`config.mk`:
```
export PLATFORM = sky130hd
export DESIGN_NAME = pwm_port_ctrl
export DESIGN_NICKNAME = d
export VERILOG_FILES = /design/src/hw/pwm_port_pkg.sv /design/src/hw/pin_sync.sv /design/src/hw/port_cell.sv /design/src/hw/pwm_port_ctrl.sv
export SDC_FILE = /design/constraint.sdc
export NUM_CORES = 1
export LEC_CHECK = 0
export BUFFER_PORTS_ARGS = -buffer_cell sky130_fd_sc_hd__buf_2
export CAP_MARGIN = 30
export CORE_ASPECT_RATIO = 1.1
export CORE_MARGIN = 2
export CORE_UTILIZATION = 55
export DETAILED_ROUTE_END_ITERATION = 16
export GPL_TIMING_DRIVEN = 1
export PLACE_DENSITY = 0.75
export SETUP_SLACK_MARGIN = 0.02
export SLEW_MARGIN = 20
export SYNTH_ARGS = -nofsm -noshare
export SYNTH_HDL_FRONTEND = slang
export SYNTH_HIERARCHICAL = 1
export SYNTH_SLANG_ARGS = --single-unit
```
`constraint.sdc`:
```
create_clock -name clk_sys -period 6.9 [get_ports clk_sys]
set_input_delay 1.725 -clock clk_sys [delete_from_list [all_inputs] [get_ports clk_sys]]
set_output_delay 1.725 -clock clk_sys [all_outputs]
set_load 0.005 [all_outputs]
```
`src/hw/pwm_port_pkg.sv`:
```
// shared constants for the ten-port level / pwm control block
`default_nettype none
package pwm_port_pkg;
    localparam int NUM_PORTS = 10;
    localparam int CODE_W = 8;
    localparam int ADDR_W = 7;
    localparam int UNITS_W = 5;        // sink current in units of a half step
    localparam int GLOBAL_W = 3;

    // register addresses
    localparam logic [6:0] ADDR_PORT_LAST = 7'h09;
    localparam logic [6:0] ADDR_GROUP_ALL = 7'h0A;
    localparam logic [6:0] ADDR_GROUP_LOW = 7'h0B;
    localparam logic [6:0] ADDR_GROUP_HIGH = 7'h0C;
    localparam logic [6:0] ADDR_GROUP_PAIR = 7'h0D;
    localparam logic [6:0] ADDR_PIN_LOW = 7'h0E;
    localparam logic [6:0] ADDR_PIN_HIGH = 7'h0F;

    // port ranges touched by the group writes, and the port each reads back
    localparam int LOW_QUAD_FIRST = 0;
    localparam int LOW_QUAD_LAST = 3;
    localparam int HIGH_QUAD_FIRST = 4;
    localparam int HIGH_QUAD_LAST = 7;
    localparam int PAIR_FIRST = 8;
    localparam int PAIR_LAST = 9;

    // port codes
    localparam logic [7:0] CODE_DRIVE_LOW = 8'h00;
    localparam logic [7:0] CODE_INPUT = 8'h01;
    localparam logic [7:0] CODE_STATIC_SINK = 8'h02;
    localparam logic [7:0] CODE_PWM_MIN = 8'h03;
    localparam logic [7:0] CODE_PWM_MAX = 8'hFE;
    localparam logic [7:0] CODE_HIGH_Z = 8'hFF;

    // values after reset
    localparam logic [7:0] PORT_CODE_RST = 8'hFF;  // all ports released
    localparam logic [7:0] PHASE_RST = 8'h00;
    localparam logic [7:0] RDATA_RST = 8'h00;
    localparam logic SRC_EXT_RST_VARIANT_A = 1'b0; // internal oscillator
    localparam logic SRC_EXT_RST_VARIANT_B = 1'b1; // external clock pin

    // internal oscillator rate, kept for reference by the neighbour divider
    localparam int INT_OSC_HZ = 32000;
endpackage
`default_nettype wire

```
`src/hw/pin_sync.sv`:
```
// two flip-flop synchroniser for pins arriving from outside the clock domain
`default_nettype none
module pin_sync #(
    parameter int W = 1
) (
    // clock and reset
    input wire logic clk_sys,
    input wire logic rst,
    input wire logic ce,
    // pin side and synchronised side
    input wire logic [W-1:0] pin_in,
    output logic [W-1:0] pin_sync_out
);
    typedef struct packed {
        logic [W-1:0] meta;   // first stage, read only by the second
        logic [W-1:0] safe;   // second stage, free for logic
    } sync_state_t;

    sync_state_t st_reg;
    sync_state_t st_next;

    // shift the pin through both stages
    always_comb begin
        st_next = st_reg;
        st_next.meta = pin_in;
        st_next.safe = st_reg.meta;
    end

    // clock enable low freezes both stages
    always_ff @(posedge clk_sys or posedge rst) begin
        if (rst) begin
            st_reg <= '0;
        end else if (ce) begin
            st_reg <= st_next;
        end
    end

    assign pin_sync_out = st_reg.safe;
endmodule
`default_nettype wire

```
`src/hw/port_cell.sv`:
```
// per-port decode of the 8-bit code into pin drive and sink current
`default_nettype none
module port_cell (
    // port setting
    input wire logic [7:0] code,
    input wire logic full_sel,
    input wire logic [2:0] global_level,
    // shared timing and mode
    input wire logic [7:0] phase,
    input wire logic shutdown,
    // decoded behaviour
    output logic drive_low,
    output logic input_en,
    output logic [4:0] sink_units
);
    logic sink_on;
    logic [4:0] level_units;

    // half step count: global level plus one, doubled for full current
    always_comb begin
        level_units = 5'(({2'h0, global_level} + 5'h01) << full_sel);
    end

    // choose behaviour from the code; shutdown only kills the sinks
    always_comb begin
        drive_low = 1'b0;
        input_en = 1'b0;
        sink_on = 1'b0;
        if (code == pwm_port_pkg::CODE_DRIVE_LOW) begin
            drive_low = 1'b1;
        end else if (code == pwm_port_pkg::CODE_INPUT) begin
            input_en = 1'b1;
        end else if (code == pwm_port_pkg::CODE_STATIC_SINK) begin
            sink_on = !shutdown;
        end else if (code != pwm_port_pkg::CODE_HIGH_Z) begin
            // duty is code/256: on while the phase is below the code
            sink_on = !shutdown && (phase < code);
        end
        // code 0xFF leaves everything off
        sink_units = sink_on ? level_units : 5'h00;
    end
endmodule
`default_nettype wire

```
`src/hw/pwm_port_ctrl.sv`:
```
// ten-port level / pwm control block with group writes and pin readback
`default_nettype none
module pwm_port_ctrl #(
    parameter int NUM_PORTS = pwm_port_pkg::NUM_PORTS,
    parameter bit VARIANT_EXT_DEFAULT = 1'b0
) (
    // clock, reset, enable
    input wire logic clk_sys,
    input wire logic rst,
    input wire logic ce,
    // register port from the serial protocol engine
    input wire logic reg_wr,
    input wire logic reg_rd,
    input wire logic [6:0] reg_addr,
    input wire logic [7:0] reg_wdata,
    output logic [7:0] reg_rdata,
    output logic reg_rvalid,
    // settings from neighbouring configuration and current registers
    input wire logic shutdown,
    input wire logic src_sel_wr,
    input wire logic src_sel_ext,
    input wire logic [9:0] full_sel,
    input wire logic [2:0] global_level,
    // pwm timebases
    input wire logic int_osc_tick,
    input wire logic ext_osc_pin,
    output logic pwm_src_ext,
    // open-drain port pins and sink control
    input wire logic [9:0] io_port_i,
    output logic [9:0] io_port_o,
    output logic [9:0] io_port_oe,
    output logic [9:0][4:0] sink_units
);
    ////////////////////////////////////////////////////////////////////////
    // state

    typedef struct packed {
        logic [9:0][7:0] code;     // port code registers
        logic [7:0] phase;         // pwm step within the 256-step period
        logic src_ext;             // pwm clock from external pin
        logic ext_prev;            // last synchronised external clock level
        logic [7:0] rdata;         // read answer
        logic rvalid;              // read answer strobe
        logic [9:0] pin_o;         // open-drain data, always low
        logic [9:0] pin_oe;        // low drive enables
        logic [9:0][4:0] units;    // sink current per port
    } ctrl_state_t;

    localparam logic SRC_EXT_RST = VARIANT_EXT_DEFAULT ?
        pwm_port_pkg::SRC_EXT_RST_VARIANT_B : pwm_port_pkg::SRC_EXT_RST_VARIANT_A;

    ctrl_state_t st_reg;
    ctrl_state_t st_next;

    logic [9:0] pins_sync;         // pins after two flops
    logic ext_osc_sync;            // external clock after two flops
    logic [9:0] cell_drive_low;
    logic [9:0] cell_input_en;
    logic [9:0][4:0] cell_units;
    logic ext_rise;
    logic pwm_tick;
    logic [9:0] wr_hit;            // ports loaded by this write
    logic [9:0] readback;          // pin levels gated by input mode

    ////////////////////////////////////////////////////////////////////////
    // synchronisers

    // port pins come from outside the clock domain
    pin_sync #(.W(10)) u_pin_sync (
        .clk_sys(clk_sys),
        .rst(rst),
        .ce(ce),
        .pin_in(io_port_i),
        .pin_sync_out(pins_sync)
    );

    // the external pwm clock is slow, so it is sampled as a level
    pin_sync #(.W(1)) u_osc_sync (
        .clk_sys(clk_sys),
        .rst(rst),
        .ce(ce),
        .pin_in(ext_osc_pin),
        .pin_sync_out(ext_osc_sync)
    );

    ////////////////////////////////////////////////////////////////////////
    // per-port decode

    for (genvar i = 0; i < 10; i++) begin : g_cell
        port_cell u_cell (
            .code(st_reg.code[i]),
            .full_sel(full_sel[i]),
            .global_level(global_level),
            .phase(st_reg.phase),
            .shutdown(shutdown),
            .drive_low(cell_drive_low[i]),
            .input_en(cell_input_en[i]),
            .sink_units(cell_units[i])
        );
    end

    ////////////////////////////////////////////////////////////////////////
    // pwm timebase

    // one step per rising edge of the chosen clock; the internal tick is
    // already a one-cycle pulse from the oscillator divider
    always_comb begin
        ext_rise = ext_osc_sync && !st_reg.ext_prev;
        pwm_tick = st_reg.src_ext ? ext_rise : int_osc_tick;
    end

    ////////////////////////////////////////////////////////////////////////
    // write decode and readback gating

    // a write may land on one port or on a whole group
    always_comb begin
        wr_hit = '0;
        for (int i = 0; i < 10; i++) begin
            if (reg_addr == 7'(i)) begin
                wr_hit[i] = 1'b1;
            end
            if (reg_addr == pwm_port_pkg::ADDR_GROUP_ALL) begin
                wr_hit[i] = 1'b1;
            end
            if (reg_addr == pwm_port_pkg::ADDR_GROUP_LOW &&
                i >= pwm_port_pkg::LOW_QUAD_FIRST &&
                i <= pwm_port_pkg::LOW_QUAD_LAST) begin
                wr_hit[i] = 1'b1;
            end
            if (reg_addr == pwm_port_pkg::ADDR_GROUP_HIGH &&
                i >= pwm_port_pkg::HIGH_QUAD_FIRST &&
                i <= pwm_port_pkg::HIGH_QUAD_LAST) begin
                wr_hit[i] = 1'b1;
            end
            if (reg_addr == pwm_port_pkg::ADDR_GROUP_PAIR &&
                i >= pwm_port_pkg::PAIR_FIRST &&
                i <= pwm_port_pkg::PAIR_LAST) begin
                wr_hit[i] = 1'b1;
            end
        end
        // readback addresses match nothing here, so writes there fall away
        if (!reg_wr) begin
            wr_hit = '0;
        end
    end

    // only ports set as logic inputs show their pin level
    always_comb begin
        readback = pins_sync & cell_input_en;
    end

    ////////////////////////////////////////////////////////////////////////
    // next state

    always_comb begin
        st_next = st_reg;
        st_next.ext_prev = ext_osc_sync;
        st_next.rvalid = 1'b0;

        // source select is written by the configuration register next door
        if (src_sel_wr) begin
            st_next.src_ext = src_sel_ext;
        end

        // 8-bit counter wraps every 256 steps
        if (pwm_tick) begin
            st_next.phase = 8'(st_reg.phase + 8'h01);
        end

        // port code loads
        for (int i = 0; i < 10; i++) begin
            if (wr_hit[i]) begin
                st_next.code[i] = reg_wdata;
            end
        end

        // read answer, one cycle after the strobe; unmapped reads give zero
        if (reg_rd) begin
            st_next.rvalid = 1'b1;
            st_next.rdata = 8'h00;
            if (reg_addr <= pwm_port_pkg::ADDR_PORT_LAST) begin
                st_next.rdata = st_reg.code[reg_addr[3:0]];
            end else if (reg_addr == pwm_port_pkg::ADDR_GROUP_ALL ||
                         reg_addr == pwm_port_pkg::ADDR_GROUP_LOW) begin
                st_next.rdata = st_reg.code[pwm_port_pkg::LOW_QUAD_FIRST];
            end else if (reg_addr == pwm_port_pkg::ADDR_GROUP_HIGH) begin
                st_next.rdata = st_reg.code[pwm_port_pkg::HIGH_QUAD_FIRST];
            end else if (reg_addr == pwm_port_pkg::ADDR_GROUP_PAIR) begin
                st_next.rdata = st_reg.code[pwm_port_pkg::PAIR_FIRST];
            end else if (reg_addr == pwm_port_pkg::ADDR_PIN_LOW) begin
                st_next.rdata = readback[7:0];
            end else if (reg_addr == pwm_port_pkg::ADDR_PIN_HIGH) begin
                st_next.rdata = {6'h00, readback[9:8]};
            end
        end

        // pin and sink outputs, registered so the pads see clean levels
        st_next.pin_o = '0;
        st_next.pin_oe = cell_drive_low;
        st_next.units = cell_units;
    end

    ////////////////////////////////////////////////////////////////////////
    // state register

    // ports come up released; clock source per variant
    always_ff @(posedge clk_sys or posedge rst) begin
        if (rst) begin
            st_reg.code <= {10{pwm_port_pkg::PORT_CODE_RST}};
            st_reg.phase <= pwm_port_pkg::PHASE_RST;
            st_reg.src_ext <= SRC_EXT_RST;
            st_reg.ext_prev <= 1'b0;
            st_reg.rdata <= pwm_port_pkg::RDATA_RST;
            st_reg.rvalid <= 1'b0;
            st_reg.pin_o <= '0;
            st_reg.pin_oe <= '0;
            st_reg.units <= '0;
        end else if (ce) begin
            st_reg <= st_next;
        end
    end

    // outputs
    assign reg_rdata = st_reg.rdata;
    assign reg_rvalid = st_reg.rvalid;
    assign pwm_src_ext = st_reg.src_ext;
    assign io_port_o = st_reg.pin_o;
    assign io_port_oe = st_reg.pin_oe;
    assign sink_units = st_reg.units;
endmodule
`default_nettype wire

```
==> flow_summary.ini <==
[routing]
drtIter0Drc = 764
drc_errors = 0
ant_nets = 0
wl_per_cell_um = 21.3
dr_total_vias = 9167
wl_um = 31700
vias_per_cell = 6.14
first_pass_iters = 5

[sta]
fin_crit_ps = 3530
drv_slew = 0
slew_headroom = 0.333
post-route-period-util = 0.512
finClkSkew_ps = 9.89
worstMarginPinSlew_ps = 991
hold_violations = 0
setup_viol = 0
fmax_ghz = 0.283
fin_setup_tns_ps = 0
rsz0062_at_grt = false

[cts]
cts_buffers = 17
post_cts_buffers = 0
cts_root_buffer = clkbuf_16
cts_tree = done
cts-resized-gates = 0
clock_latency_ps = 440
clk_path_buf_depth = 2
holdBufCountCts = 0
clk_pin_slew_ps = 70
cts_htree_levels = 4
clkSinkCount = 181

[setup_path]
arrival_ps = 3900
crit_path_end_kind = flip-flop
critPathBufInv = 1
cp_max_fo = 38
start_kind = primary input
cp.required_ps = 7270
crit_path_top_delay_cell = buf_2
cp_cell_sequence = buf_2 -> nor2b_1 -> a21oi_1 -> nor3_4 -> mux2_2
cpPeakStageDelay_ps = 610
critPathTopFamily = simple AND/OR/NAND/NOR gates
worstSetupPathType = in2reg

[synth]
synth-seq-cells = 181
ys_types = 61
synthArstFlopShare = 1.00
synthFlopType = dfrtp_1
synth_commonest_cells = mux2_2 (142), dfrtp_1 (101), inv_1 (87)
synth.most_common_cell = mux2_2
synth_area_leader_cell = dfrtp_1
synth_edf_count = 0
synth_warnings = 6
synth.top_cell.area_share = 0.200
avgSynthCellArea_um2 = 11.0
syn_inst = 1145
synth_area_um2 = 12600
yosysSeqAreaShare = 0.366
yosys-top-cells-area = dfrtp_1 (20%), dfstp_2 (17%), mux2_2 (13%)

[die]
die_h_um = 163
fp.dieW_um = 149
coreArea_um2 = 22700
die_area_um2 = 24200
io_pins = 128
start_util = 0.557
placementRows = 58

[placement]
io_buffer_count = 117
gp_congestion = 0.916
place_inst = 1459
dp_hpwl_um = 22600

[global_route]
grt_overflow = 0
antenna_found_initial = 0
grt_max_degree = 70
gr-usage-all-layers = 0.268
grt_pass1_wl_um = 50100
grt_pass1_vias = 9019

[finish]
antennaDiodeCount = 0
fin_nets = 1308
instances_no_fill = 1492
drive_gt1_frac = 0.394
syn2layout_area_growth_pct = 7.35
largest_register_ffs = 89

[power]
p_leak_uw = 0.00586
power.density_nw_per_um2 = 268
max-vdd-ir-drop_mv = 0.161

[job]
max-cap-violations = 0

[run_status]
status = complete, no violations

[worst_hold_path]
hold_class = reg2reg
-- worst paths after layout --
check                               startpoint                 endpoint  slack (ps)  cells after the start
worst min register to register  sink_units[39]           sink_units[39]         500                      1
worst max-delay path               reg_addr[0]              st_reg[154]        3370                      5
worst max register to register      st_reg[87]            sink_units[3]        4040                      6
worst min-delay path            sink_units[39]           sink_units[39]         500                      1
min in group asynchronous                  rst  u_osc_sync/pin_sync_out        1170                      2
max in group asynchronous                  rst            io_port_oe[7]        4590                      3
-- worst reg2reg max path, delay by kind of cell, from the launching register on --
kind	cells	cell delay (ps)
and+or+nand+nor	2	200
adders and majority gates	1	500
muxes	1	300
DFF	1	710
AOI/OAI and AO/OA	2	1030
-- per-stage QoR --
step | total power, µW | worst slack, ps | area (µm²) | hold WS, ps | utilization
after global routing | 3850 | 3200 | 13600 | 519 | 0.598
after global placement | 2510 | 2940 | 12900 | 482 | 0.567
after CTS | 3650 | 3360 | 13600 | 506 | 0.597
final | 3630 | 3370 | 13600 | 499 | 0.598
after detailed placement | 2580 | 2910 | 12900 | 491 | 0.569
after floorplan | 2260 | 1020 | 12700 | 471 | -
-- kinds of logic after synthesis --
logic type / count (synthesis) / share of synthesized area
AND/OR/NAND/NOR: 269 / 0.136
multiplexers: 221 / 0.200
buffers and inverters: 202 / 0.0872
flip-flops: 181 / 0.366
AO/OA/AOI/OAI: 173 / 0.118
adder cells (fa/ha/maj): 81 / 0.0801
XOR/XNOR: 17 / 0.0124
other: 1 / 0.000296
-- cell usage in the layout (no fill, tap or decap), types with 7 or more instances in the layout --
cell	count
mux2_2	142
buf_2	116
dfrtp_1	101
inv_1	86
ha_1	81
dfstp_2	80
mux2i_1	49
nor3_1	46
nor2_1	45
nand3_1	38
a21oi_1	33
nand4_1	31
mux2_4	28
a22oi_1	24
nand2_1	20
clkbuf_16	17
nor4_1	16
xor2_1	14
nand2b_1	13
nor4_4	11
conb_1	10
nand2_2	10
a21boi_0	10
o21bai_1	10
o32a_4	10
o21a_1	10
a2111oi_0	10
a41o_2	10
a31oi_1	10
o31ai_1	10
a2111oi_2	10
nor4b_1	10
nor2b_1	7
-- layout make-up --
type,instances,area (µm²)
fill,1883,9140
multi-input combinational,771,6950
sequential,181,4630
timing repair buffer,121,658
clock buffer,18,439
tap,300,375
inverter,87,332
clock inverter,14,195
-- per-layer routing --
| layer | track usage | routed length, µm | vias up |
|---|---|---|---|
| li1 | - | - | 4244 |
| met1 | 0.368 | 14000 | 4570 |
| met2 | 0.434 | 15000 | 298 |
| met3 | 0.0366 | 1650 | 55 |
| met4 | 0.102 | 1020 | 0 |
| met5 | 0 | 0 | - |
-- power by group --
part | internal (µW) | switching, µW
logic | 515 | 535
clock network | 619 | 437
registers | 1240 | 285
total | 2380 | 1260
Note: power is estimated with default switching activity, not from simulation.
